[src/verilog/acl_regs.svh]
// Constants for the add-with-carry and logic-op execute block.
// Assumes inclusion by bare name from the core.
//
// Contract
// - Match 0010 00da, add W, byte, carry
// - Add result to W or memory by d
// - Bank bit zero access bank, else pointer
// - Extended set, a zero, f<=95: indexed
// - Literal AND into W, N and Z only
// - Match 0001 01da, AND W with byte
// - Register AND stored by d bit
`ifndef ACL_REGS_SVH
`define ACL_REGS_SVH

// ----------------------------------------
// Opcode fields
// ----------------------------------------
`define ACL_ADDC_OPC   6'h08
`define ACL_ANDF_OPC   6'h05
`define ACL_ANDL_OPC   8'h0b

// ----------------------------------------
// Addressing
// ----------------------------------------
`define ACL_IDX_LIMIT  8'h5f
`define ACL_ACC_SPLIT  8'h60
`define ACL_ACC_HIPAGE 4'hf
`define ACL_ACC_LOPAGE 4'h0

// ----------------------------------------
// Reset values
// ----------------------------------------
`define ACL_WREG_RST   8'h00
`define ACL_ADDR_RST   12'h000

`endif

[src/verilog/acl_pkg.sv]
// Types shared by the execute block and its arithmetic unit.
// Assumes nothing beyond the constants header.
package acl_pkg;
	// ----------------------------------------
	// Instruction phases, one-hot
	// ----------------------------------------
	typedef enum logic [3:0]
	{
		PH_Q1 = 4'h1,
		PH_Q2 = 4'h2,
		PH_Q3 = 4'h4,
		PH_Q4 = 4'h8
	} acl_phase_t;

	// ----------------------------------------
	// Decoded operation, one-hot
	// ----------------------------------------
	typedef enum logic [3:0]
	{
		OP_NONE = 4'h1,
		OP_ADDC = 4'h2,
		OP_ANDL = 4'h4,
		OP_ANDF = 4'h8
	} acl_op_t;
endpackage

[src/verilog/acl_alu.sv]
// Arithmetic unit: add with carry and bitwise AND, with flag results.
// Assumes the core registers every output it uses.
`timescale 1ns/1ps
module acl_alu
	import acl_pkg::*;
(
	input  wire acl_op_t    opSel,
	input  wire logic [7:0] wIn,
	input  wire logic [7:0] opndIn,
	input  wire logic       cIn,
	input  wire logic       ovfIn,
	input  wire logic       nibCarryIn,
	output logic      [7:0] res,
	output logic            nOut,
	output logic            ovfOut,
	output logic            zOut,
	output logic            nibCarryOut,
	output logic            cOut
);
	logic [8:0] sum9;
	logic [4:0] sumLo;

	always_comb
	begin
		sum9  = {1'b0, wIn} + {1'b0, opndIn} + {8'h00, cIn};
		sumLo = {1'b0, wIn[3:0]} + {1'b0, opndIn[3:0]} + {4'h0, cIn};
		res   = wIn & opndIn;
		ovfOut      = ovfIn;
		nibCarryOut = nibCarryIn;
		cOut        = cIn;
		if (opSel == OP_ADDC)
		begin
			// All five flags follow the sum
			res   = sum9[7:0];
			cOut  = sum9[8];
			nibCarryOut = sumLo[4];
			ovfOut      = (wIn[7] == opndIn[7]) && (sum9[7] != wIn[7]);
		end
		// AND keeps carry, nibble carry and overflow as they were
		nOut = res[7];
		zOut = (res == 8'h00);
	end
endmodule

[src/verilog/acl_core.sv]
// Execute block for add-with-carry and the two AND instructions.
// Assumes one mclk per phase, a memory that answers a read in the same
// cycle, and an instruction word held stable during the first phase.
`timescale 1ns/1ps
`include "acl_regs.svh"
module acl_core
	import acl_pkg::*;
(
	input  wire logic        mclk,
	input  wire logic        nrst,
	input  wire logic [15:0] instrWord,
	input  wire logic        instrValid,
	input  wire logic [3:0]  bankSelectPointer,
	input  wire logic        extendedSetEn,
	input  wire logic [11:0] indexBase,
	input  wire logic [7:0]  memRdData,
	output logic      [11:0] memAddr,
	output logic             memRdEn,
	output logic             memWrEn,
	output logic      [7:0]  memWrData,
	output logic      [7:0]  wreg,
	output logic             negFlag,
	output logic             signedOverflowFlag,
	output logic             zeroFlag,
	output logic             nibbleCarryFlag,
	output logic             carryFlag,
	output logic      [3:0]  qPhase,
	output logic             instrDone,
	output logic             instrUnknown
);
	// ----------------------------------------
	// State
	// ----------------------------------------
	acl_phase_t  phase_q,   phase_d;
	acl_op_t     op_q,      op_d;
	logic [15:0] instr_q,   instr_d;
	logic [11:0] addr_q,    addr_d;
	logic        rdEn_q,    rdEn_d;
	logic        wrEn_q,    wrEn_d;
	logic [7:0]  res_q,     res_d;
	logic [7:0]  wreg_q,    wreg_d;
	logic [4:0]  flags_q,   flags_d;
	logic [4:0]  pend_q,    pend_d;
	logic        done_q,    done_d;
	logic        unk_q,     unk_d;

	logic [7:0]  aluRes;
	logic [7:0]  aluOpnd;
	logic        aluN;
	logic        aluOvf;
	logic        aluZ;
	logic        aluNibCarry;
	logic        aluC;
	logic [7:0]  fField;
	logic        dBit;
	logic        aBit;

	assign fField = instr_q[7:0];
	assign dBit   = instr_q[9];
	assign aBit   = instr_q[8];
	// Literal op reads no memory
	assign aluOpnd = (op_q == OP_ANDL) ? fField : memRdData;

	acl_alu u_alu
	(
		.opSel  (op_q),
		.wIn    (wreg_q),
		.opndIn (aluOpnd),
		.cIn         (flags_q[0]),
		.ovfIn       (flags_q[3]),
		.nibCarryIn  (flags_q[1]),
		.res         (aluRes),
		.nOut        (aluN),
		.ovfOut      (aluOvf),
		.zOut        (aluZ),
		.nibCarryOut (aluNibCarry),
		.cOut        (aluC)
	);

	// ----------------------------------------
	// Phase sequencing and datapath
	// ----------------------------------------
	always_comb
	begin
		phase_d = phase_q;
		op_d    = op_q;
		instr_d = instr_q;
		addr_d  = addr_q;
		rdEn_d  = 1'b0;
		wrEn_d  = 1'b0;
		res_d   = res_q;
		wreg_d  = wreg_q;
		flags_d = flags_q;
		pend_d  = pend_q;
		done_d  = 1'b0;
		unk_d   = unk_q;
		unique case (phase_q)
			PH_Q1:
			begin
				phase_d = PH_Q2;
				instr_d = instrWord;
				op_d    = OP_NONE;
				unk_d   = 1'b0;
				if (instrValid)
				begin
					if (instrWord[15:10] == `ACL_ADDC_OPC)
						op_d = OP_ADDC;
					else if (instrWord[15:8] == `ACL_ANDL_OPC)
						op_d = OP_ANDL;
					else if (instrWord[15:10] == `ACL_ANDF_OPC)
						op_d = OP_ANDF;
					else
						unk_d = 1'b1;
				end
			end
			PH_Q2:
			begin
				phase_d = PH_Q3;
				if (op_q == OP_ADDC || op_q == OP_ANDF)
				begin
					rdEn_d = 1'b1;
					if (aBit)
						addr_d = {bankSelectPointer, fField};
					else if (extendedSetEn && fField <= `ACL_IDX_LIMIT)
						addr_d = 12'(indexBase + {4'h0, fField});
					else if (fField < `ACL_ACC_SPLIT)
						addr_d = {`ACL_ACC_LOPAGE, fField};
					else
						addr_d = {`ACL_ACC_HIPAGE, fField};
				end
			end
			PH_Q3:
			begin
				phase_d = PH_Q4;
				res_d   = aluRes;
				pend_d  = {aluN, aluOvf, aluZ, aluNibCarry, aluC};
				// Memory write is driven through the whole write phase
				if ((op_q == OP_ADDC || op_q == OP_ANDF) && dBit)
					wrEn_d = 1'b1;
			end
			PH_Q4:
			begin
				phase_d = PH_Q1;
				if (op_q != OP_NONE)
				begin
					flags_d = pend_q;
					done_d  = 1'b1;
					if (op_q == OP_ANDL || !dBit)
						wreg_d = res_q;
				end
			end
		endcase
	end

	always_ff @(posedge mclk)
	begin
		if (!nrst)
		begin
			phase_q <= PH_Q1;
			op_q    <= OP_NONE;
			instr_q <= 16'h0000;
			addr_q  <= `ACL_ADDR_RST;
			rdEn_q  <= 1'b0;
			wrEn_q  <= 1'b0;
			res_q   <= 8'h00;
			wreg_q  <= `ACL_WREG_RST;
			flags_q <= 5'h00;
			pend_q  <= 5'h00;
			done_q  <= 1'b0;
			unk_q   <= 1'b0;
		end
		else
		begin
			phase_q <= phase_d;
			op_q    <= op_d;
			instr_q <= instr_d;
			addr_q  <= addr_d;
			rdEn_q  <= rdEn_d;
			wrEn_q  <= wrEn_d;
			res_q   <= res_d;
			wreg_q  <= wreg_d;
			flags_q <= flags_d;
			pend_q  <= pend_d;
			done_q  <= done_d;
			unk_q   <= unk_d;
		end
	end

	assign memAddr            = addr_q;
	assign memRdEn            = rdEn_q;
	assign memWrEn            = wrEn_q;
	assign memWrData          = res_q;
	assign wreg               = wreg_q;
	assign negFlag            = flags_q[4];
	assign signedOverflowFlag = flags_q[3];
	assign zeroFlag           = flags_q[2];
	assign nibbleCarryFlag    = flags_q[1];
	assign carryFlag          = flags_q[0];
	assign qPhase             = phase_q;
	assign instrDone          = done_q;
	assign instrUnknown       = unk_q;

	logic takeAddc;
	logic takeAndl;
	logic takeAndf;
	assign takeAddc = phase_q == PH_Q1 && instrValid && instrWord[15:10] == `ACL_ADDC_OPC;
	assign takeAndl = phase_q == PH_Q1 && instrValid && instrWord[15:8] == `ACL_ANDL_OPC;
	assign takeAndf = phase_q == PH_Q1 && instrValid && instrWord[15:10] == `ACL_ANDF_OPC;
endmodule

[config.mk]
export PLATFORM = sky130hd
export DESIGN_NAME = acl_core
export DESIGN_NICKNAME = d
export VERILOG_FILES = /design/src/verilog/acl_pkg.sv /design/src/verilog/acl_alu.sv /design/src/verilog/acl_core.sv
export VERILOG_INCLUDE_DIRS = /design/src /design/src/verilog
export SDC_FILE = /design/constraint.sdc
export NUM_CORES = 1
export LEC_CHECK = 0
export BUFFER_PORTS_ARGS = -buffer_cell sky130_fd_sc_hd__buf_2
export CORE_MARGIN = 3
export CORE_UTILIZATION = 33
export DETAILED_ROUTE_END_ITERATION = 10
export PLACE_DENSITY = 0.65
export SETUP_SLACK_MARGIN = 0.05
export SLEW_MARGIN = 15
export SYNTH_ARGS = -nofsm -noshare
export SYNTH_HDL_FRONTEND = slang
export SYNTH_SLANG_ARGS = --single-unit
[constraint.sdc]
create_clock -name mclk -period 3.3 [get_ports mclk]
set_input_delay 0.33 -clock mclk [delete_from_list [all_inputs] [get_ports mclk]]
set_output_delay 0.33 -clock mclk [all_outputs]
set_load 0.05 [all_outputs]
==> results of run 1 <==
==> cells by family after synthesis <==
group / after synthesis
AOI/OAI and AO/OA: 110
xor gates and xnor gates: 12
adders and majority gates: 19
buffers and inverters: 26
DFF: 59
muxes: 25
and+or+nand+nor: 143
==> sequential cells by signal (all words and copies together), names as in the netlist <==
register / cells
memAddr: 12
instr_q: 10
memWrData: 8
wreg: 8
flags_q: 5
op_q: 4
pend_q: 4
qPhase: 4
instrDone: 1
instrUnknown: 1
memRdEn: 1
memWrEn: 1
==> per-layer routing <==
metal	wire, um	vias to the layer above	GRT usage	part of all wire
li1	-	1595	-	-
met1	4420	1525	0.219	0.48
met2	4150	90	0.254	0.45
met3	482	16	0.0398	0.052
met4	201	0	0.0620	0.022
met5	0	-	0	0
==> power by group through the flow <==
stage / registers (uW) / logic (uW) / clock network [uW]
4_1_cts: 742 / 205 / 630
6_report: 742 / 206 / 623
2_1_floorplan: 769 / 120 / 0
3_3_place_gp: 758 / 200 / 0
3_5_place_dp: 758 / 204 / 0
5_1_grt: 744 / 230 / 666
==> worst max-delay path, delay by kind of cell, from the launching register on <==
kind | cells | cell delay [ps]
fa+ha+maj | 2 | 830
compound gates | 4 | 810
simple gates | 1 | 370
xor+xnor | 1 | 140
mux | 2 | 570
flops | 1 | 380
==> cell usage in the layout, fill, tap and decap left out, types with 2 or more instances in the layout <==
cell type | netlist | routed
a311oi_1 | 5 | 5
clkbuf_8 | 0 | 13
o211ai_1 | 4 | 4
dfxtp_2 | 0 | 2
nor3_1 | 7 | 7
nor4b_2 | 0 | 3
and2_1 | 3 | 3
buf_4 | 2 | 9
a21oi_1 | 41 | 40
a211oi_1 | 2 | 2
nand3_1 | 6 | 6
o21ai_0 | 31 | 30
nor4b_1 | 5 | 2
or3_1 | 2 | 2
mux2_2 | 9 | 8
a31oi_1 | 7 | 7
a21o_1 | 5 | 5
nor2_1 | 38 | 38
xnor2_1 | 8 | 8
a211o_1 | 2 | 2
and3_1 | 5 | 5
xor2_1 | 4 | 4
o21bai_1 | 2 | 2
inv_1 | 9 | 9
ha_1 | 16 | 16
o21a_1 | 3 | 3
dfxtp_1 | 59 | 57
nand2_1 | 58 | 58
nand3b_1 | 5 | 5
mux2i_1 | 16 | 16
nand2b_1 | 2 | 2
nor2b_1 | 2 | 2
buf_2 | 4 | 84
nand4_1 | 3 | 3
fa_1 | 3 | 3
nor4b_4 | 2 | 2
==> final timing paths <==
check / to / slack [ps]
setup / recovery: pend_q[2]$_SDFFE_PN0P_ / 130
hold / removal: instr_q[1]$_SDFFE_PN0N_ / 240
setup reg to reg: pend_q[2]$_SDFFE_PN0P_ / 130
hold reg to reg: flags_q[0]$_SDFFE_PN0P_ / 450
==> timing repair <==
| action | in CTS | in global routing |
|---|---|---|
| gates resized for setup | 0 | 6 |
| hold buffers | 0 | 0 |
| setup endpoints to repair | 0 | 3 |
==> area by class of cell <==
type	instances	area, um2
clock buffers	13	179
fillers	960	5380
flip-flops and latches	59	1180
repair buffers	93	488
inverters	9	33.8
clock inverters	1	7.51
multi-input cells	309	2020
well taps	129	161
==> stage by stage <==
step	hold WS, ps	worst slack [ps]	utilization	instances
final	237	132	0.431	613
after global routing	232	57.0	0.431	613
after CTS	228	104	0.429	613
after detailed placement	443	118	0.410	599
after global placement	438	234	0.410	599
after floorplan	429	83.3	-	394
==> results.md, run 1 <==
- Status: completed
- Final WL: about 9300 um
- Worst Path Required: 3580 ps
- Post-synth EDFFs: 0
- Final Hold Vio Count: 0
- Sw Share: 0.267
- CP Launch Type: flip-flop
- CTS Root Cell: clkbuf_8
- Psw: 419 uW
- Worst R2R Start: op_q[0]$_SDFFE_PN1N_
- Post-synth top cells: 59 x dfxtp_1, 58 x nand2_1, 41 x a21oi_1
- Mapped Area: between 3000 and 4000 um2
- Area Growth Syn to Fin: 24.1%
- Final Max Slew Viols: 0
- Worst-path fanout max: 7
- Min cycle time layout: ~3200 ps
- GR Util All Layers: 0.164
- Via count: about 3200
- WS Path Type: flip-flop to flip-flop
- Area leader, netlist: dfxtp_1
- Port Buf Inserts: 84
- Critical hold path startpoint: instrWord[1]
- Clk_lat worst skew: approximately 340 ps
- Largest net degree at the start of global routing: 22
- Setup violations, final: 0
- Critical-path top delay cell: fa_1
- CP dominant cell by count: fa_1
- Cell internal pwr: 1150 uW
- Post-Synth Adder-Cell Area: 0.0793
- Peak supply drop: 0.000146 V
- Synth async-reset ratio: 0
- CTS Buf Count: 9
- TritonCTS clock tree: built
- Antenna-violating nets left: 0
- Setup TNS: 0 ps
- Standard-cell row count: 35
- Period utilization: 0.960
- Post-synth cell types: 48
- Setup Buffers After CTS: 0
- Die area: 11200 um2
- First drt pass iteration count: 4
- Hold path depth: 3
- Post-Syn Nets: ~460
- First-pass GRT wire length: 14700 um
- Die Height: 106 um
- Synth Area in Compound Gates: 0.199
- Comb pwr share: 0.131
- Antenna violations before repair: 0
- Post-route cell area: 4080 um2
- Syn_area_per_cell: 8.33 um2
- F_max: between 300 and 400 MHz
- Simple-gate share of the synthesized area: 0.216
- Worst relative slew slack: 0.539
- GPL Wtd Cong: approximately 0.9
- Main synth FF type: dfxtp_1
- Leak: 0.00174 uW
- Core region area: 9460 um2
- WL/cell: 15.1 um
- Worst path cell trace: nor4b_4 > mux2_4 > fa_1 > fa_1 > a211o_1 > a21oi_2 > o21bai_1 > xor2_1 > mux2i_1 > a41o_1
- CP Data Arrival Time: 3450 ps
- Total grt overflow: 0
- Worst path max stage delay: 420 ps
- Syn Inst Count: 394
- IO Pins: 85
- XOR/XNOR share of the synthesized area: 0.0320
- Antenna cells: 0
- Layout cell share with drive strength beyond 1: 0.262
- Worst-Margin Slew: just under 700 ps
- Mux cell area share after synthesis: 0.0796
- RSZ-0062 raised after global routing: no
- H-tree depth: 3
- Pwr per Cell Area: 386 nW/um2
- CTS clk-pin slew, worst paths: 70 ps
- Dpl hpwl: 7040 um
- Maximum buffer depth of the clock tree: 2
- Via count of the first global-routing pass: ~3000
- Worst Setup End Kind: flip-flop
- R2R cell count: 10
- Sequential Power Share: 0.472
- Crit path from: op_q[0]$_SDFFE_PN1N_
- Clock power share: 0.396
- CTS Sinks: 59
- Max-cap violation count: 0
- Worst hold path type: primary input to flip-flop
- Drt drc: 0
- Number of DRC markers in iteration 0: approximately 200
- Cell with the most instances after synthesis: dfxtp_1
- Post-synthesis register bit count: 59
- Setup Skew: 9.08 ps
- Share of the synthesized area in the top cell type: 0.360
- Initial Util: 0.347
- NumNets Final: 544
- Die X: between 100 and 150 um
- Main combinational cell family by area after synthesis: simple AND/OR/NAND/NOR gates
- Post-synthesis sequential area ratio: 0.360
- Top cells by area, synth: dfxtp_1 36%, nand2_1 6.6%, a21oi_1 6.3%
- Yosys warns: 0
- Area of placed instances: 3870 um2
- Total power: 1570 uW
- Vias per cell: 5.26
No activity file was read; power rests on OpenSTA's default activity.
==> run 2, diff against run 1 <==
GPL_TIMING_DRIVEN = 0   (was default)
==> results.md, run 2 (synthesized netlist as in run 1, its figures left out) <==
- First-pass GRT wire length: 15500 um (was 14700 um)
- Critical hold path startpoint: instrWord[0] (was instrWord[1])
- Worst Setup End Kind: flip-flop (unchanged)
- Area Growth Syn to Fin: 25.6% (was 24.1%)
- Initial Util: 0.347 (unchanged)
- Commonest non-fill, non-tap cell in the layout: buf_2 (unchanged)
- GPL Wtd Cong: 0.923 (was 0.890)
- WS Path Type: flip-flop to flip-flop (unchanged)
- CP Data Arrival Time: 3370 ps (was 3450 ps)
- Worst R2R End: pend_q[2]$_SDFFE_PN0P_ (unchanged)
- CTS clk-pin slew, worst paths: 60 ps (was 70 ps)
- Antenna violations before repair: 0 (unchanged)
- Total power: 1650 uW (was 1570 uW)
- Min cycle time layout: 3130 ps (was 3170 ps)
- Worst R2R Start: op_q[0]$_SDFFE_PN1N_ (unchanged)
- NumNets Final: 554 (was 544)
- Commonest non-fill, non-tap cells in the layout: 89 x buf_2, 58 x nand2_1, 58 x dfxtp_1 (was 84 x buf_2, 58 x nand2_1, 57 x dfxtp_1)
- Die area: 11200 um2 (unchanged)
- CTS Buf Count: 9 (unchanged)
- CP dominant cell by count: fa_2 (was fa_1)
- Die Height: 106 um (unchanged)
- F_max: 319 MHz (was 316 MHz)
- Period utilization: 0.950 (was 0.960)
- Status: completed (unchanged)
- Worst-Margin Slew: 940 ps (was 688 ps)
- Worst path max stage delay: 360 ps (was 420 ps)
- Port Buf Inserts: 84 (unchanged)
- Worst path cell trace: buf_4 > nor4b_4 > mux2_4 > fa_2 > fa_2 > a211o_1 > a21oi_1 > o21bai_1 > xor2_1 > mux2i_2 > a41o_1 (was nor4b_4 > mux2_4 > fa_1 > fa_1 > a211o_1 > a21oi_2 > o21bai_1 > xor2_1 > mux2i_1 > a41o_1)
- Max reg flops: 12 (unchanged)
- Dpl hpwl: 7280 um (was 7040 um)
- Setup violations, final: 0 (unchanged)
- CTS Sinks: 59 (unchanged)
- Worst hold path type: primary input to flip-flop (unchanged)
- Hold Path Sink: instr_q[0]$_SDFFE_PN0N_ (was instr_q[1]$_SDFFE_PN0N_)
- Final WL: 9480 um (was 9260 um)
- Drt drc: 0 (unchanged)
- Largest net degree at the start of global routing: 11 (was 22)
- Setup TNS: 0 ps (unchanged)
- Leak: 0.00176 uW (was 0.00174 uW)
- Number of DRC markers in iteration 0: 152 (was 197)
- WL/cell: 15.2 um (was 15.1 um)
- Core region area: 9460 um2 (unchanged)
- Hold path depth: 3 (unchanged)
- Worst Path Required: 3530 ps (was 3580 ps)
- Cell family with most CP delay: compound AO/OA/AOI/OAI gates (was adder cells)
- Die X: 106 um (unchanged)
- Antenna-violating nets left: 0 (unchanged)
- RSZ-0062 raised after global routing: no (unchanged)
- FILL cells: 980 (was 960)
- Antenna cells: 0 (unchanged)
- Peak supply drop: 0.000157 V (was 0.000146 V)
- Critical-path top delay cell: nor4b_4 (was fa_1)
- Final Hold Vio Count: 0 (unchanged)
- IO Pins: 85 (unchanged)
- Worst-path fanout max: 7 (unchanged)
- CTS Root Cell: clkbuf_8 (unchanged)
- Via count: 3209 (was 3226)
- Total grt overflow: 0 (unchanged)
- Worst relative slew slack: 0.364 (was 0.539)
- Vias per cell: 5.13 (was 5.26)
- Max-cap violation count: 0 (unchanged)
- First drt pass iteration count: 4 (unchanged)
- R2R cell count: 11 (was 10)
- Finished Core Util: 0.436 (was 0.431)
- Setup Skew: 6.97 ps (was 9.08 ps)
- Clk_lat worst skew: 340 ps (about the same)
- Worst Path Buf+Inv: 1 (was 0)
- R2R Setup Slk: 170 ps (was 130 ps)
- Layout cell share with drive strength beyond 1: 0.260 (was 0.262)
- Via count of the first global-routing pass: 3010 (was 2974)
- Pwr per Cell Area: 399 nW/um2 (was 386 nW/um2)
- TritonCTS clock tree: built (unchanged)
- GR Util All Layers: 0.174 (was 0.164)
- Maximum buffer depth of the clock tree: 2 (unchanged)
- Standard-cell row count: 35 (unchanged)
- Final Max Slew Viols: 0 (unchanged)
- H-tree depth: 3 (unchanged)
- CP Launch Type: flip-flop (unchanged)
## run 2: cell types whose count changed in the layout (fill, tap and decap cells not counted), sizes merged
cell / delta
bufinv: +1
clkinv: +2
clkbuf: +8
buf: +1
## run 2: routing by layer
metal  vias to the layer above  wire [um]  GRT usage
li1                       1616          -          -
met1                      1492       4410      0.234
met2                        84       4430      0.269
met3                        17        468     0.0404
met4                         0        168     0.0675
met5                         -          0          0
## run 2: worst max-delay path by stage
stage | cells after the start | from | endpoint
floorplan | 10 | op_q[2]$_SDFFE_PN0N_ | pend_q[2]$_SDFFE_PN0P_
finish | 11 | op_q[0]$_SDFFE_PN1N_ | pend_q[2]$_SDFFE_PN0P_
global placement | 10 | op_q[2]$_SDFFE_PN0N_ | pend_q[2]$_SDFFE_PN0P_
CTS | 10 | op_q[1]$_SDFFE_PN0N_ | pend_q[2]$_SDFFE_PN0P_
detailed placement | 10 | op_q[2]$_SDFFE_PN0N_ | pend_q[2]$_SDFFE_PN0P_
global route | 11 | op_q[0]$_SDFFE_PN1N_ | pend_q[2]$_SDFFE_PN0P_
## run 2: power breakdown
part / leakage, uW / internal (uW) / switching, uW
sequential: 0.000478 / 725 / 15.8
clock: 0.000108 / 408 / 289
combinational: 0.00117 / 80.9 / 128
total: 0.00176 / 1210 / 433
## run 2: cell type report
cell class	instances	area, um2	area share
timing repair buffer	86	433	0.105
buffer	17	76.3	0.0185
tap	129	161	0.0391
multi-input combinational	309	2020	0.491
clock inverter	4	47.5	0.0115
clock buffer	12	165	0.0400
inverter	9	33.8	0.00819
sequential	59	1180	0.287
## run 2: stage by stage
stage	cell area (um2)	hold slack (ps)	instances	worst slack, ps
final	4120	228	625	166
after global routing	4120	232	625	93.4
after CTS	4100	216	625	94.1
after detailed placement	3880	449	608	-282
after global placement	3860	445	607	-209
after floorplan	3280	429	394	83.3
## run 2: worst reg2reg max path: stages, from the launching register on
cell	delay, ps
dfxtp_1	300
buf_4	160
nor4b_4	360
mux2_4	350
fa_2	360
fa_2	360
a211o_1	340
a21oi_1	180
o21bai_1	100
xor2_1	180
mux2i_2	110
a41o_1	240
## run 2: timing repair
action,4_1_cts,5_1_grt
hold buffers,0,0
pin swaps,0,1
gates resized for setup,1,8
endpoints found under the setup margin,7,3
endpoints found under the hold margin,0,0
buffers inserted,1,0
==> run 3, diff against run 2 <==
REMOVE_ABC_BUFFERS = 1   (was default)
==> results.md, run 3 (synthesized netlist as in run 1, its figures left out) <==
- Worst path max stage delay: 380 ps (was 360 ps)
- Worst-Margin Slew: 818 ps (was 940 ps)
- NumNets Final: 541 (was 554)
- Leak: 0.00173 uW (was 0.00176 uW)
- WS Path Type: flip-flop to flip-flop (unchanged)
- IO Pins: 85 (unchanged)
- Via count of the first global-routing pass: 2970 (was 3010)
- CTS Sinks: 59 (unchanged)
- Via count: 3098 (was 3209)
- Port Buf Inserts: 84 (unchanged)
- Final Hold Vio Count: 0 (unchanged)
- Dpl hpwl: 6690 um (was 7280 um)
- Vias per cell: 5.08 (was 5.13)
- Area of placed instances: 3840 um2 (was 3880 um2)
- CP Data Arrival Time: 3250 ps (was 3370 ps)
- Total power: 1590 uW (was 1650 uW)
- Min cycle time layout: 3070 ps (was 3130 ps)
- Antenna violations before repair: 0 (unchanged)
- CTS clk-pin slew, worst paths: 70 ps (was 60 ps)
- Pwr per Cell Area: 391 nW/um2 (was 399 nW/um2)
- Post-CTS Hold Fix Bufs: 0 (unchanged)
- Critical-path top delay cell: dfxtp_2 (was nor4b_4)
- Worst hold path type: primary input to flip-flop (unchanged)
- Peak supply drop: 0.000164 V (was 0.000157 V)
- Worst path cell trace: nor4b_4 > mux2_4 > fa_2 > fa_2 > a211o_1 > a21oi_2 > o21bai_1 > xor2_1 > mux2i_1 > a211oi_1 (was buf_4 > nor4b_4 > mux2_4 > fa_2 > fa_2 > a211o_1 > a21oi_1 > o21bai_1 > xor2_1 > mux2i_2 > a41o_1)
- Layout cell share with drive strength beyond 1: 0.266 (was 0.260)
- CP dominant cell by count: fa_2 (unchanged)
- Largest net degree at the start of global routing: 39 (was 11)
- Setup Skew: 13.8 ps (was 6.97 ps)
- Psw: 423 uW (was 433 uW)
- Antenna-violating nets left: 0 (unchanged)
- CTS Buf Count: 9 (unchanged)
- Post-route cell area: 4060 um2 (was 4120 um2)
- Number of DRC markers in iteration 0: 154 (was 152)
- Die area: 11200 um2 (unchanged)
- Commonest non-fill, non-tap cell in the layout: buf_2 (unchanged)
- Die X: 106 um (unchanged)
- H-tree depth: 3 (unchanged)
- Comb pwr share: 0.129 (was 0.127)
- Worst-path fanout max: 7 (unchanged)
- Area Growth Syn to Fin: 23.7% (was 25.6%)
- Status: completed (unchanged)
- Setup violations, final: 0 (unchanged)
- Drt drc: 0 (unchanged)
- Total grt overflow: 0 (unchanged)
- Worst Setup End Kind: flip-flop (unchanged)
- CP Launch Type: flip-flop (unchanged)
- Sequential Power Share: 0.467 (was 0.450)
- FILL cells: 1004 (was 980)
- GPL Wtd Cong: 0.892 (was 0.923)
- Initial Util: 0.347 (unchanged)
- Period utilization: 0.929 (was 0.950)
- Final Max Slew Viols: 0 (unchanged)
- RSZ-0062 raised after global routing: no (unchanged)
- Worst relative slew slack: 0.453 (was 0.364)
- Worst Path Required: 3490 ps (was 3530 ps)
- Standard-cell row count: 35 (unchanged)
- Clk_lat worst skew: 350 ps (was 340 ps)
- Placed Instances: 594 (was 608)
- Finished Layout Cells: 610 (was 625)
- Cell internal pwr: 1160 uW (was 1210 uW)
- F_max: 326 MHz (was 319 MHz)
- Maximum buffer depth of the clock tree: 2 (unchanged)
- CTS Root Cell: clkbuf_8 (unchanged)
- Max reg flops: 12 (unchanged)
- TritonCTS clock tree: built (unchanged)
- Clock power share: 0.404 (was 0.423)
- Max-cap violation count: 0 (unchanged)
- WL/cell: 14.5 um (was 15.2 um)
- Sw Share: 0.266 (was 0.263)
- Die Height: 106 um (unchanged)
- Commonest non-fill, non-tap cells in the layout: 85 x buf_2, 58 x nand2_1, 56 x dfxtp_1 (was 89 x buf_2, 58 x nand2_1, 58 x dfxtp_1)
- GR Util All Layers: 0.163 (was 0.174)
- First drt pass iteration count: 4 (unchanged)
- Final WL: 8870 um (was 9480 um)
- Antenna cells: 0 (unchanged)
- First-pass GRT wire length: 14800 um (was 15500 um)
- Core region area: 9460 um2 (unchanged)
[run 3: path summary, 6_finish.rpt]
check	from	to	slack [ps]	cells after the start
worst max register to register	op_q[0]$_SDFFE_PN1N_	memWrData[6]$_SDFFE_PN0P_	230	10
worst max-delay path	op_q[0]$_SDFFE_PN1N_	memWrData[6]$_SDFFE_PN0P_	230	10
worst min-delay path	instrWord[1]	instr_q[1]$_SDFFE_PN0N_	220	3
worst min register to register	instrUnknown$_SDFFE_PN0N_	instrUnknown$_SDFFE_PN0N_	460	2
[run 3: cell type report]
cell class / count / area [um2] / share of cell area
Multi-Input combinational cell: 309 / 2030 / 0.501
Sequential cell: 59 / 1180 / 0.292
Timing Repair Buffer: 90 / 467 / 0.115
Tap cell: 129 / 161 / 0.0397
Clock buffer: 11 / 141 / 0.0348
Clock inverter: 3 / 40.0 / 0.00986
Inverter: 9 / 33.8 / 0.00832
[run 3: stage by stage]
| stage | worst slack, ps | TNS (ps) | hold WS (ps) | utilization |
|---|---|---|---|---|
| final | 234 | 0 | 218 | 0.429 |
| after global routing | 69.9 | 0 | 223 | 0.429 |
| after CTS | 84.4 | 0 | 216 | 0.427 |
| after detailed placement | -346 | -1010 | 443 | 0.406 |
| after global placement | -725 | -4150 | 434 | 0.401 |
| after floorplan | 17.7 | 0 | 392 | - |
[run 3: power groups by stage]
stage / sequential [uW] / combinational (uW) / clock [uW]
after floorplan: 770 / 113 / 0
after global placement: 756 / 196 / 0
after detailed placement: 757 / 202 / 0
after CTS: 741 / 204 / 654
after global routing: 743 / 228 / 688
final: 741 / 204 / 641
[run 3: timing repair]
action,in CTS,in global routing
setup buffers,1,0
setup endpoints to repair,7,2
resized for setup,4,5
pin swaps,1,2
[run 3: worst max-delay path: cells and delay by family, from the launching register on]
kind / cells / cell delay [ps]
compound gates: 4 / 700
xor+xnor: 1 / 150
fa+ha+maj: 2 / 730
flops: 1 / 380
mux: 2 / 590
simple gates: 1 / 360
[run 3: layer usage]
layer  vias up  track usage  wire length, um
met2        87        0.263             4090
met3        16       0.0423              501
met5         -            0                0
li1       1580            -                -
met4         0       0.0611              179
met1      1415        0.209             4090
